File: config.mk
export PLATFORM = sky130hd
export DESIGN_NAME = elog_device_flat
export DESIGN_NICKNAME = d
export VERILOG_FILES = /design/src/inc/elog_pkg.sv /design/src/inc/elog_if.sv /design/src/hw/elog_device.sv /design/src/hw/elog_ring.sv /design/src/flat_wrapper.sv
export VERILOG_INCLUDE_DIRS = /design/src /design/src/inc
export SDC_FILE = /design/constraint.sdc
export NUM_CORES = 2
export LEC_CHECK = 0
export BUFFER_PORTS_ARGS = -buffer_cell sky130_fd_sc_hd__buf_2
export CAP_MARGIN = 10
export CORE_MARGIN = 8
export CORE_UTILIZATION = 64
export CTS_BUF_LIST = sky130_fd_sc_hd__clkbuf_2 sky130_fd_sc_hd__clkbuf_4 sky130_fd_sc_hd__clkbuf_8
export CTS_CLUSTER_DIAMETER = 30
export DETAILED_ROUTE_END_ITERATION = 6
export PLACE_DENSITY = 0.88
export SYNTH_ARGS = -nofsm -noshare
export SYNTH_HDL_FRONTEND = slang
export SYNTH_SLANG_ARGS = --single-unit
File: constraint.sdc
create_clock -name CLK -period 13.5 [get_ports CLK]
set_input_delay 1.35 -clock CLK [delete_from_list [all_inputs] [get_ports CLK]]
set_output_delay 1.35 -clock CLK [all_outputs]
set_load 0.01 [all_outputs]
File: src/inc/elog_map.svh
// Constants of the fault history resource: link values, record layout, timing.
// Assumes inclusion by bare name from any design file that needs them.
`ifndef ELOG_MAP_SVH
`define ELOG_MAP_SVH

// ==========================================
// Resource address and control values
`define ELOG_ADDR_HIGH 8'h7c
`define ELOG_ADDR_LOW 8'hcc
`define ELOG_CTRL_READ 8'h01
`define ELOG_CTRL_DEFS 8'h02
`define ELOG_HALF_FIRST 8'h00
`define ELOG_HALF_SECOND 8'h01
`define ELOG_OFF_COUNT 8'h00

// ==========================================
// Defining values
`define ELOG_DEF_NAME 8'h00
`define ELOG_DEF_SIZE 8'h01
`define ELOG_DEF_RDLVL 8'h02
`define ELOG_DEF_WRLVL 8'h03
`define ELOG_DEF_TOVR 8'h04
`define ELOG_DEF_TYPE 8'h05
`define ELOG_REC_SIZE 8'h10
`define ELOG_RD_LEVEL 8'h00
`define ELOG_WR_LEVEL 8'h0f
`define ELOG_TIME_OVR 8'h46
`define ELOG_DATA_TYPE 8'h20

// ==========================================
// Record byte positions (bit index of the low bit)
`define ELOG_POS_CODE 120
`define ELOG_POS_SUPP 112
`define ELOG_POS_RSVD 96
`define ELOG_POS_SPEED 80
`define ELOG_POS_VOLT 64
`define ELOG_POS_LED 48
`define ELOG_POS_TEMP 32
`define ELOG_POS_TIME 0

// ==========================================
// Capacity and reset values
`define ELOG_DEPTH 8
`define ELOG_PTR_W 3
`define ELOG_RST_BYTE 8'h00

`endif

File: src/inc/elog_pkg.sv
// Types shared by both ends of the fault history link.
// Assumes elog_map.svh holds every number.
`default_nettype none
package elog_pkg;
	typedef logic [7:0] elog_byte_t;
	typedef logic [63:0] elog_msg_t;
	typedef logic [127:0] elog_rec_t;
	typedef enum logic [1:0] {
		ELOG_IDLE,
		ELOG_ISSUE,
		ELOG_HOLD,
		ELOG_WAIT
	} elog_state_e;
endpackage : elog_pkg
`default_nettype wire

File: src/inc/elog_if.sv
// Parameter channel between the drive-side master and the encoder end.
// Assumes one clock shared by both ends; no tristate on this link.
`timescale 1ns/1ps
`default_nettype none
interface elog_if (input wire logic clk);
	logic [7:0] param_resource_addr_high;
	logic [7:0] param_resource_addr_low;
	logic [7:0] param_offset_high;
	logic [7:0] param_offset_low;
	logic [7:0] param_request_control;
	logic ctrl_wr;
	logic transaction_done_flag;
	logic req_error;
	elog_pkg::elog_msg_t param_data_bytes;

	modport dev (
		input clk,
		input param_resource_addr_high,
		input param_resource_addr_low,
		input param_offset_high,
		input param_offset_low,
		input param_request_control,
		input ctrl_wr,
		output transaction_done_flag,
		output req_error,
		output param_data_bytes
	);

	modport mst (
		input clk,
		output param_resource_addr_high,
		output param_resource_addr_low,
		output param_offset_high,
		output param_offset_low,
		output param_request_control,
		output ctrl_wr,
		input transaction_done_flag,
		input req_error,
		input param_data_bytes
	);
endinterface : elog_if
`default_nettype wire

File: src/hw/elog_device.sv
// Encoder end of the fault history resource: logs faults, answers reads.
// Latches the request values on ctrl_wr, so the master need not hold them while a read runs.
//
// Operation
// - Defining values report sixteen-byte record size
// - Data type declared as code 20h
// - Faults indicated to drive and logged
// - Connection-failure faults are logged too
// - Full log overwrites the oldest record
// - Real-time-only faults may skip logging
// - Bytes 15,14 codes; 13,12 zero
// - Bytes 11..10 speed, 9..8 supply
// - Bytes 7..6 LED, 5..4 temperature
// - Bytes 3..0 hold fault time stamp
// - Records sequential, each reachable by offset
// - Master reads twice per full record
// - Offset zero returns stored record count
// - High offset byte selects record half
// - Low offset byte selects record, 1 newest
// - Master stays within record capacity
// - Master writes address, offset, control, waits
// - Master should read supplementary code
`timescale 1ns/1ps
`default_nettype none
`include "elog_map.svh"
module elog_device #(
	// Resource name returned at defining offset zero; value is arbitrary
	parameter logic [63:0] NAME_LABEL = 64'h4c48_5446_5f47_4f4c
) (
	// Clock, reset, enable
	input wire logic CLK,
	input wire logic RESET,
	input wire logic CE,
	// Fault report from encoder logic
	input wire logic FAULT_VALID,
	input wire logic FAULT_RT_ONLY,
	input wire logic FAULT_CONN,
	input wire logic [7:0] FAULT_CODE,
	input wire logic [7:0] FAULT_SUPP,
	input wire logic [15:0] SPEED_RPM,
	input wire logic [15:0] SUPPLY_MV,
	input wire logic [15:0] LED_CURRENT,
	input wire logic [15:0] TEMP_DECI,
	input wire logic [31:0] TIME_STAMP,
	// Fault indication and status
	output logic FAULT_IND,
	output logic FAULT_CONN_IND,
	output logic [7:0] LOG_COUNT,
	// Parameter channel
	elog_if.dev LINK
);
	elog_pkg::elog_rec_t wr_rec, rd_rec;
	logic log_wr, rd_ok;
	logic [7:0] count;
	logic ind_q, ind_d, conn_q, conn_d;
	logic [7:0] cnt_q, cnt_d;
	logic pend_q, pend_d, done_q, done_d, err_q, err_d;
	logic [7:0] addr_hi_q, addr_hi_d, addr_lo_q, addr_lo_d;
	logic [7:0] off_hi_q, off_hi_d, off_lo_q, off_lo_d;
	logic [7:0] ctrl_q, ctrl_d;
	elog_pkg::elog_msg_t data_q, data_d, resp;
	logic resp_err;

	// ==========================================
	// Defining values of the resource
	function automatic elog_pkg::elog_msg_t def_value(input logic [7:0] off);
		def_value = 64'h0;
		if (off == `ELOG_DEF_NAME) begin
			def_value = NAME_LABEL;
		end else if (off == `ELOG_DEF_SIZE) begin
			def_value = {56'h0, `ELOG_REC_SIZE};
		end else if (off == `ELOG_DEF_RDLVL) begin
			def_value = {56'h0, `ELOG_RD_LEVEL};
		end else if (off == `ELOG_DEF_WRLVL) begin
			def_value = {56'h0, `ELOG_WR_LEVEL};
		end else if (off == `ELOG_DEF_TOVR) begin
			def_value = {56'h0, `ELOG_TIME_OVR};
		end else if (off == `ELOG_DEF_TYPE) begin
			def_value = {56'h0, `ELOG_DATA_TYPE};
		end
	endfunction : def_value

	// ==========================================
	// Fault capture
	always_comb begin
		log_wr = FAULT_VALID && !FAULT_RT_ONLY;
		wr_rec = '0;
		wr_rec[`ELOG_POS_CODE +: 8] = FAULT_CODE;
		wr_rec[`ELOG_POS_SUPP +: 8] = FAULT_SUPP;
		wr_rec[`ELOG_POS_RSVD +: 16] = 16'h0000;
		wr_rec[`ELOG_POS_SPEED +: 16] = SPEED_RPM;
		wr_rec[`ELOG_POS_VOLT +: 16] = SUPPLY_MV;
		wr_rec[`ELOG_POS_LED +: 16] = LED_CURRENT;
		wr_rec[`ELOG_POS_TEMP +: 16] = TEMP_DECI;
		wr_rec[`ELOG_POS_TIME +: 32] = TIME_STAMP;
		ind_d = FAULT_VALID;
		conn_d = FAULT_VALID && FAULT_CONN;
		cnt_d = count;
	end

	elog_ring elog_ring_i (
		.clk(CLK),
		.reset(RESET),
		.ce(CE),
		.wr_en(log_wr),
		.wr_rec(wr_rec),
		.rd_num(off_lo_q),
		.rd_rec(rd_rec),
		.rd_ok(rd_ok),
		.count(count)
	);

	always_ff @(posedge CLK) begin
		if (RESET) begin
			ind_q <= 1'b0;
			conn_q <= 1'b0;
			cnt_q <= 8'h00;
		end else if (CE) begin
			ind_q <= ind_d;
			conn_q <= conn_d;
			cnt_q <= cnt_d;
		end
	end

	// ==========================================
	// Answer to a long-message read
	always_comb begin
		resp = 64'h0;
		resp_err = 1'b0;
		if (addr_hi_q != `ELOG_ADDR_HIGH || addr_lo_q != `ELOG_ADDR_LOW) begin
			resp_err = 1'b1;
		end else if (ctrl_q == `ELOG_CTRL_DEFS) begin
			resp = def_value(off_lo_q);
		end else if (ctrl_q != `ELOG_CTRL_READ) begin
			resp_err = 1'b1;
		end else if (off_lo_q == `ELOG_OFF_COUNT && off_hi_q == `ELOG_HALF_FIRST) begin
			resp = {56'h0, count};
		end else if (off_lo_q == `ELOG_OFF_COUNT) begin
			// Count has no second half; a refused answer carries no data
			resp_err = 1'b1;
		end else if (!rd_ok) begin
			// Beyond the stored records: nothing valid to return
			resp_err = 1'b1;
		end else if (off_hi_q == `ELOG_HALF_FIRST) begin
			resp = rd_rec[63:0];
		end else if (off_hi_q == `ELOG_HALF_SECOND) begin
			resp = rd_rec[127:64];
		end else begin
			resp_err = 1'b1;
		end
	end

	// ==========================================
	// Request latch and done flag
	always_comb begin
		addr_hi_d = addr_hi_q;
		addr_lo_d = addr_lo_q;
		off_hi_d = off_hi_q;
		off_lo_d = off_lo_q;
		ctrl_d = ctrl_q;
		pend_d = pend_q;
		done_d = done_q;
		err_d = err_q;
		data_d = data_q;
		if (LINK.ctrl_wr) begin
			// Latch so a late change of the request lines cannot tear the answer
			addr_hi_d = LINK.param_resource_addr_high;
			addr_lo_d = LINK.param_resource_addr_low;
			off_hi_d = LINK.param_offset_high;
			off_lo_d = LINK.param_offset_low;
			ctrl_d = LINK.param_request_control;
			pend_d = 1'b1;
			done_d = 1'b0;
		end else if (pend_q) begin
			pend_d = 1'b0;
			done_d = 1'b1;
			err_d = resp_err;
			data_d = resp;
		end
	end

	always_ff @(posedge CLK) begin
		if (RESET) begin
			addr_hi_q <= `ELOG_RST_BYTE;
			addr_lo_q <= `ELOG_RST_BYTE;
			off_hi_q <= `ELOG_RST_BYTE;
			off_lo_q <= `ELOG_RST_BYTE;
			ctrl_q <= `ELOG_RST_BYTE;
			pend_q <= 1'b0;
			done_q <= 1'b0;
			err_q <= 1'b0;
			data_q <= 64'h0;
		end else if (CE) begin
			addr_hi_q <= addr_hi_d;
			addr_lo_q <= addr_lo_d;
			off_hi_q <= off_hi_d;
			off_lo_q <= off_lo_d;
			ctrl_q <= ctrl_d;
			pend_q <= pend_d;
			done_q <= done_d;
			err_q <= err_d;
			data_q <= data_d;
		end
	end

	assign FAULT_IND = ind_q;
	assign FAULT_CONN_IND = conn_q;
	assign LOG_COUNT = cnt_q;
	assign LINK.transaction_done_flag = done_q;
	assign LINK.req_error = err_q;
	assign LINK.param_data_bytes = data_q;
endmodule : elog_device
`default_nettype wire

File: src/hw/elog_ring.sv
// Ring of fault records held in flip-flops, newest addressed as number 1.
// Assumes the capacity is a power of two so the pointer wraps by itself.
`timescale 1ns/1ps
`default_nettype none
`include "elog_map.svh"
module elog_ring (
	// Clock and control
	input wire logic clk,
	input wire logic reset,
	input wire logic ce,
	// Write side
	input wire logic wr_en,
	input wire elog_pkg::elog_rec_t wr_rec,
	// Read side
	input wire logic [7:0] rd_num,
	output elog_pkg::elog_rec_t rd_rec,
	output logic rd_ok,
	output logic [7:0] count
);
	elog_pkg::elog_rec_t mem_q [`ELOG_DEPTH];
	elog_pkg::elog_rec_t mem_d [`ELOG_DEPTH];
	logic [`ELOG_PTR_W-1:0] ptr_q, ptr_d, rd_idx;
	logic [7:0] count_q, count_d;

	// ==========================================
	// Storage
	genvar g;
	generate
		for (g = 0; g < `ELOG_DEPTH; g++) begin : g_ent
			always_comb begin
				mem_d[g] = (wr_en && ptr_q == `ELOG_PTR_W'(g)) ? wr_rec : mem_q[g];
			end
			always_ff @(posedge clk) begin
				if (reset) begin
					mem_q[g] <= '0;
				end else if (ce) begin
					mem_q[g] <= mem_d[g];
				end
			end
		end
	endgenerate

	// ==========================================
	// Pointer and count
	always_comb begin
		ptr_d = ptr_q;
		count_d = count_q;
		if (wr_en) begin
			ptr_d = ptr_q + 1'b1;
			if (count_q < 8'(`ELOG_DEPTH)) begin
				count_d = count_q + 8'h01;
			end
		end
	end

	always_ff @(posedge clk) begin
		if (reset) begin
			ptr_q <= '0;
			count_q <= 8'h00;
		end else if (ce) begin
			ptr_q <= ptr_d;
			count_q <= count_d;
		end
	end

	// ==========================================
	// Read by record number
	// Sequential addressing
	always_comb begin
		rd_idx = ptr_q - rd_num[`ELOG_PTR_W-1:0];
		rd_ok = (rd_num != 8'h00) && (rd_num <= count_q);
		rd_rec = rd_ok ? mem_q[rd_idx] : '0;
	end

	assign count = count_q;
endmodule : elog_ring
`default_nettype wire

File: src/flat_wrapper.sv
// flat-port wrapper written by rule: the top's interface ports become plain ports
module elog_device_flat 
#(
	                                                                     
	parameter logic [63:0] NAME_LABEL = 64'h4c48_5446_5f47_4f4c
)
  (CLK, RESET, CE, FAULT_VALID, FAULT_RT_ONLY, FAULT_CONN, FAULT_CODE, FAULT_SUPP, SPEED_RPM, SUPPLY_MV, LED_CURRENT, TEMP_DECI, TIME_STAMP, FAULT_IND, FAULT_CONN_IND, LOG_COUNT, clk, LINK_param_resource_addr_high, LINK_param_resource_addr_low, LINK_param_offset_high, LINK_param_offset_low, LINK_param_request_control, LINK_ctrl_wr, LINK_transaction_done_flag, LINK_req_error, LINK_param_data_bytes);
  elog_if LINK_i (.clk(clk));
  input wire logic CLK;
  input wire logic RESET;
  input wire logic CE;
  input wire logic FAULT_VALID;
  input wire logic FAULT_RT_ONLY;
  input wire logic FAULT_CONN;
  input wire logic [7:0] FAULT_CODE;
  input wire logic [7:0] FAULT_SUPP;
  input wire logic [15:0] SPEED_RPM;
  input wire logic [15:0] SUPPLY_MV;
  input wire logic [15:0] LED_CURRENT;
  input wire logic [15:0] TEMP_DECI;
  input wire logic [31:0] TIME_STAMP;
  output logic FAULT_IND;
  output logic FAULT_CONN_IND;
  output logic [7:0] LOG_COUNT;
  input wire logic clk;
  input wire logic [$bits(LINK_i.param_resource_addr_high)-1:0] LINK_param_resource_addr_high;
  input wire logic [$bits(LINK_i.param_resource_addr_low)-1:0] LINK_param_resource_addr_low;
  input wire logic [$bits(LINK_i.param_offset_high)-1:0] LINK_param_offset_high;
  input wire logic [$bits(LINK_i.param_offset_low)-1:0] LINK_param_offset_low;
  input wire logic [$bits(LINK_i.param_request_control)-1:0] LINK_param_request_control;
  input wire logic [$bits(LINK_i.ctrl_wr)-1:0] LINK_ctrl_wr;
  output wire logic [$bits(LINK_i.transaction_done_flag)-1:0] LINK_transaction_done_flag;
  output wire logic [$bits(LINK_i.req_error)-1:0] LINK_req_error;
  output wire logic [$bits(LINK_i.param_data_bytes)-1:0] LINK_param_data_bytes;
  assign LINK_i.param_resource_addr_high = LINK_param_resource_addr_high;
  assign LINK_i.param_resource_addr_low = LINK_param_resource_addr_low;
  assign LINK_i.param_offset_high = LINK_param_offset_high;
  assign LINK_i.param_offset_low = LINK_param_offset_low;
  assign LINK_i.param_request_control = LINK_param_request_control;
  assign LINK_i.ctrl_wr = LINK_ctrl_wr;
  assign LINK_transaction_done_flag = LINK_i.transaction_done_flag;
  assign LINK_req_error = LINK_i.req_error;
  assign LINK_param_data_bytes = LINK_i.param_data_bytes;
  elog_device #(.NAME_LABEL(NAME_LABEL)) u_core (.CLK(CLK), .RESET(RESET), .CE(CE), .FAULT_VALID(FAULT_VALID), .FAULT_RT_ONLY(FAULT_RT_ONLY), .FAULT_CONN(FAULT_CONN), .FAULT_CODE(FAULT_CODE), .FAULT_SUPP(FAULT_SUPP), .SPEED_RPM(SPEED_RPM), .SUPPLY_MV(SUPPLY_MV), .LED_CURRENT(LED_CURRENT), .TEMP_DECI(TEMP_DECI), .TIME_STAMP(TIME_STAMP), .FAULT_IND(FAULT_IND), .FAULT_CONN_IND(FAULT_CONN_IND), .LOG_COUNT(LOG_COUNT), .LINK(LINK_i));
endmodule
# [Word-level counts from Yosys, hierarchy flattened]
# Memory sizes are Yosys's and may differ from the RTL's.
# Index checks and enable logic that the tools add are counted.
[totals] reg_bits=128 ramBits=1024 output_inout_bits=76 wordCells=132 memories=1
[op_classes] n_addsub=3 order_cmp=2 n_eq_ne=25 muxes=46 bitwise_logic=9 reduce_logical=32
[mem_list] memory="u_core.elog_ring_i.mem_q" depth=8 width=128 read_ports=1 rd_clocked_by_memory_dff=0 write_ports=8 line="elog_ring.sv:20" text="elog_pkg::elog_rec_t mem_q [`ELOG_DEPTH];"
[op_table] cell="$mux 128" count=16
[op_table] cell="$mux 64" count=13
[op_table] cell="$eq 8x2->1 const B" count=3
[op_table] cell="$reduce_and 2->1" count=11
[op_table] cell="$eq 8x1->1 const B" count=2
[op_table] cell="$eq 8x3->1 const B" count=2
[op_table] cell="$logic_not 8->1" count=2
[op_table] cell="$mux 1" count=16
[op_table] cell="$eq 3x3->1 const B" count=4
[op_table] cell="$logic_and 1x1->1" count=12
[op_table] cell="$add 8x1->8 const B" count=1
[op_table] cell="$le 8x8->1" count=1
[op_table] cell="$lt 8x4->1 const B" count=1
[op_table] cell="$ne 1x1->1 const B" count=8
[op_table] cell="$ne 8x1->1 const B" count=1
[op_table] cell="$ne 8x7->1 const B" count=1
[op_table] cell="$ne 8x8->1 const B" count=1
[op_table] cell="$or 1x1->1" count=8
[op_table] cell="$reduce_bool 8->1" count=1
[op_table] cell="$eq 3x2->1 const B" count=2
[op_table] cell="$mux 6" count=1
[op_table] cell="$reduce_and 3->1" count=2
[op_table] cell="$add 3x1->3 const B" count=1
[op_table] cell="$eq 3x1->1 const B" count=1
[op_table] cell="other kinds (6)" count=6

# [Longest topological paths before layout]
# An unclocked memory read counts as a cell.
[depth] depth_word=10 ltp_mapped=13

# [Modules after synthesis]
# From an unflattened synthesis, not the netlist that was laid out.
[unflattened] cells_unflattened=3519 area_unflattened_um2=53417.5
[by_module_without_submodules] mod="elog_ring" n_inst=1 cells_each=2954 area_each_um2=48275.0 seq_area_each_um2=30969.7
[by_module_without_submodules] mod="elog_device" n_inst=1 cells_each=565 area_each_um2=5142.4 seq_area_each_um2=2342.2

# [Worst setup path before layout]
# No wires, ideal clock.
[synth_path] path_kind="in2reg" from="in RESET" to="mem u_core.elog_ring_i.mem_q[4][0] (netlist name), enable pin" arrival_ns=9.852 slack_ns=2.911 cell_stages=4 path_buffers=1 cell_sequence="clkbuf_1 -> nor3b_1 -> nand2_1 -> o21ai_0"
[synth_rtl] item="start: declaration" line="flat_wrapper.sv:10" text="input wire logic RESET;"
[synth_rtl] item="end: declaration" line="elog_ring.sv:20"

# [Final worst setup path]
[layout_path] from="reg u_core.off_lo_q[0]" to="reg u_core.data_q[1], in the netlist u_core.LINK.param_data_bytes[1]"
[layout_via] elab_chain_cells=10 elab_cells_between_ends=24
[layout_lines] item="start: declaration" line="elog_device.sv:59" text="logic [7:0] off_hi_q, off_hi_d, off_lo_q, off_lo_d;"
[layout_lines] item="start signal: assignment" line="elog_device.sv:187" text="off_lo_q <= `ELOG_RST_BYTE;"
[layout_lines] item="start signal: assignment" line="elog_device.sv:197" text="off_lo_q <= off_lo_d;"
[layout_lines] item="$sub 3x3->3" line="elog_ring.sv:70" text="rd_idx = ptr_q - rd_num[`ELOG_PTR_W-1:0];"
[layout_lines] item="$mem_v2 8x128"
[layout_lines] item="$mux 64" line="elog_device.sv:146" text="end else if (off_hi_q == `ELOG_HALF_SECOND) begin"
[layout_lines] item="$mux 64" line="elog_device.sv:144" text="end else if (off_hi_q == `ELOG_HALF_FIRST) begin"
[layout_lines] item="$mux 64" line="elog_device.sv:141" text="end else if (!rd_ok) begin"
[layout_lines] item="$mux 64" line="elog_device.sv:138" text="end else if (off_lo_q == `ELOG_OFF_COUNT) begin"
[layout_lines] item="$mux 64" line="elog_device.sv:136" text="end else if (off_lo_q == `ELOG_OFF_COUNT && off_hi_q == `ELOG_HALF_FIRST) begin"
[layout_lines] item="$mux 64" line="elog_device.sv:134" text="end else if (ctrl_q != `ELOG_CTRL_READ) begin"
[layout_lines] item="$mux 64 (*)" line="elog_device.sv:132" text="end else if (ctrl_q == `ELOG_CTRL_DEFS) begin"
[layout_lines] item="$mux 64 (*)" line="elog_device.sv:130" text="if (addr_hi_q != `ELOG_ADDR_HIGH || addr_lo_q != `ELOG_ADDR_LOW) begin"
[layout_lines] item="end signal: assignment" line="elog_device.sv:202" text="data_q <= data_d;"
[layout_lines] item="end: declaration" line="elog_device.sv:61" text="elog_pkg::elog_msg_t data_q, data_d, resp;"
# Mark *: on every way between the ends. The rest lies on a longest branch, timed or not.
# A chain may end at the register's enable or synchronous reset.

==> results.json <==
{
  "ant_nets": 0,
  "grt_pass1_wl_mm": 176,
  "synth_edf_count": 896,
  "maxCapViolations": 0,
  "numPortBuffers": 234,
  "peakVddDrop_mv": 0.0906,
  "rrSetupSlack_ps": 8300,
  "cts.sinks": 1024,
  "synthXorXnorAreaFrac_pct": 0.114,
  "setup_viol": 0,
  "synthAdderAreaFrac_pct": 0.490,
  "drive_gt1_share_pct": 27.0,
  "synth_simple_gate_area_share_pct": 15.6,
  "globalRoute.totalOverflow": 0,
  "fill_cells": 3838,
  "io_pins": 236,
  "coreArea_um2": 69800,
  "grt_max_degree": 125,
  "ys_warn_count": 0,
  "clock_path_buffers": 3,
  "die_area_um2": 79000,
  "netlist_instances": 2947,
  "clk_pin_slew_worst_paths_ps": 60,
  "endpoint_kind": "flop",
  "drtIter0Drc": 3723,
  "crit_arrival_ps": 5880,
  "post_cts_buffers": 0,
  "critPathLaunch": "u_core.off_lo_q[0]$_SDFFE_PP0P_",
  "syn2layout_area_growth_pct": 12.9,
  "grt.total_usage_pct": 30.0,
  "power.total_uw": 7140,
  "ys_async_sr_fraction_pct": 0,
  "synth-compound-area-share_pct": 1.81,
  "required_ps": 14180,
  "synth_cell_type_count": 58,
  "r2r_end": "u_core.LINK.param_data_bytes[1]$_SDFFE_PP0P_",
  "grt_pass1_vias": 29139,
  "setup.worst_path.end": "u_core.LINK.param_data_bytes[1]$_SDFFE_PP0P_",
  "p_leak_uw": 0.0191,
  "hold_buffers": 0,
  "die_y_um": 281,
  "vias": 27584,
  "wl_mm": 119,
  "final_cell_mix": "898 x and2_1, 896 x edfxtp_1, 248 x mux4_2",
  "hp-class": "flop to flop",
  "hold_viol": 0,
  "gp_congestion": 0.874,
  "timing.final.crit_period_ps": 5200,
  "synthMuxAreaShare_pct": 14.2,
  "avgViaCountPerCell": 6.42,
  "finalClockSkew_ps": 31.4,
  "fmax_mhz": 192,
  "postSynthAreaPerCell_um2": 15.3,
  "die-width_um": 281,
  "drt_pass1_iterations": 6,
  "yosysSeqAreaShare_pct": 65.6,
  "timing.slew.headroom_pct": 20.9,
  "rr_worst_depth": 9,
  "fin_ws_ps": 8300,
  "synth_nets": 3124,
  "place_area_um2": 46900,
  "netlist_area_um2": 44900,
  "nets": 3366,
  "numCtsBuffers": 174,
  "final_area_um2": 50700,
  "cts_resized": 0,
  "min_period_over_period_pct": 38.5,
  "worstMarginPinSlew_ps": 1180,
  "antenna_found_initial": 37,
  "r2r_start": "u_core.off_lo_q[0]$_SDFFE_PP0P_",
  "synth_top_family_by_area": "simple AND/OR/NAND/NOR gates",
  "synth_top_flop_cell": "edfxtp_1",
  "row_count": 97,
  "slew_violations": 0,
  "finalSetupTns_ps": 0,
  "dp_hpwl_mm": 62.6,
  "cts_tree": "built",
  "layout_commonest_cell": "and2_1",
  "crit_type": "flop to flop",
  "place_worst_setup_slack_ps": 7680,
  "drc_errors": 0,
  "h-tree-depth": 4,
  "rsz0062_at_grt": "no",
  "synth_seq_cells": 1024,
  "p_per_area_nw_per_um2": 141,
  "start_util_pct": 64.4,
  "critPathMaxFanout": 66,
  "startpoint_type": "flop",
  "outcome": "finished clean",
  "wl_per_cell_um": 27.6,
  "root_buffer": "clkbuf_8",
  "clock_latency_ps": 820
}
## sequential cells by signal, summed over array words and instances, names as in the netlist, 3 cells and up
signal / count
u_core.LINK.param_data_bytes: 64
u_core.LOG_COUNT: 8
u_core.addr_hi_q: 8
u_core.addr_lo_q: 8
u_core.ctrl_q: 8
u_core.elog_ring_i.count: 8
u_core.elog_ring_i.mem_q: 896
u_core.elog_ring_i.ptr_q: 3
u_core.off_hi_q: 8
u_core.off_lo_q: 8
## stage by stage
stage	hold slack [ps]	std cells	util (%)
2_1_floorplan	431	2947	-
3_3_place_gp	434	3953	67.3
3_5_place_dp	438	3953	67.3
4_1_cts	450	4271	72.6
5_1_grt	471	4286	72.7
6_report	442	4297	72.7
## cell type report
| cell class | count | area [um2] | area share [%] |
|---|---|---|---|
| clock buffers | 257 | 3160 | 6.22 |
| multi-input cells | 1676 | 14600 | 28.8 |
| clock inverters | 61 | 582 | 1.15 |
| repair buffers | 275 | 1520 | 2.99 |
| inverters | 38 | 143 | 0.281 |
| well taps | 940 | 1180 | 2.32 |
| flip-flops and latches | 1024 | 29500 | 58.1 |
| diodes | 26 | 65.1 | 0.128 |
## worst min path at each step
stage                                                              from  cells after the start  slack [ps]                                             to
after floorplan                         u_core.off_hi_q[7]$_SDFFE_PP0P_                      2         430                u_core.off_hi_q[7]$_SDFFE_PP0P_
after global placement    u_core.LINK.param_data_bytes[31]$_SDFFE_PP0P_                      2         430  u_core.LINK.param_data_bytes[31]$_SDFFE_PP0P_
after detailed placement  u_core.LINK.param_data_bytes[39]$_SDFFE_PP0P_                      2         440  u_core.LINK.param_data_bytes[39]$_SDFFE_PP0P_
after CTS                 u_core.LINK.param_data_bytes[39]$_SDFFE_PP0P_                      2         450  u_core.LINK.param_data_bytes[39]$_SDFFE_PP0P_
after global routing                   u_core.addr_lo_q[2]$_SDFFE_PP0P_                      2         470               u_core.addr_lo_q[2]$_SDFFE_PP0P_
final                     u_core.LINK.param_data_bytes[39]$_SDFFE_PP0P_                      2         440  u_core.LINK.param_data_bytes[39]$_SDFFE_PP0P_
## power by group
part	leakage, uW	internal [uW]	switching (uW)
Combinational	0.00683	262	351
Sequential	0.0103	3540	37.5
Clock	0.00196	1680	1270
## cells by family after synthesis
group	Yosys count
AO/OA/AOI/OAI	146
XOR/XNOR	5
adder cells (fa/ha/maj)	17
buffers and inverters	247
flip-flops	1024
multiplexers	321
AND/OR/NAND/NOR	1187
## layer usage
layer / global-route usage, % / vias to the layer above / wire [um]
met3: 9.35 / 332 / 14400
met4: 14.1 / 18 / 4310
met2: 49.4 / 2014 / 58500
met1: 36.0 / 13853 / 41400
li1: - / 11367 / -
met5: 0 / - / 114
## worst max-delay path, stage by stage, from the launching register on
cell and delay [ps]:
dfxtp_1 580, ha_4 190, inv_1 40, fa_4 1210, buf_4 820, buf_4 940, mux4_2 430, mux4_2 530
inv_1 90, o2bb2ai_1 60
## synthesized netlist by cell type, drive strengths merged, types with 2 or more instances
master | instances | area (um2)
nor4 | 6 | 43.8
and2 | 900 | 5630
mux2 | 40 | 450
o41ai | 2 | 17.5
mux4 | 248 | 5590
a21oi | 75 | 375
nand2b | 4 | 25.0
or3 | 2 | 12.5
or2 | 6 | 37.5
clkbuf | 161 | 606
nor4b | 3 | 41.3
nand3b | 2 | 15.0
xnor2 | 4 | 42.6
o22ai | 10 | 62.6
and3 | 9 | 56.3
nor3 | 8 | 40.0
nand3 | 48 | 245
buf | 48 | 250
nand2 | 128 | 480
a32oi | 5 | 43.8
or4 | 2 | 15.0
ha | 16 | 200
inv | 38 | 143
nor2 | 31 | 116
mux2i | 33 | 330
nand4b | 2 | 17.5
a21boi | 6 | 45.0
and4b | 2 | 20.0
edfxtp | 896 | 26900
nand4 | 27 | 169
nor2b | 2 | 12.5
o21ai | 39 | 195
dfxtp | 128 | 2560
Power figures use the tool's default switching activity.
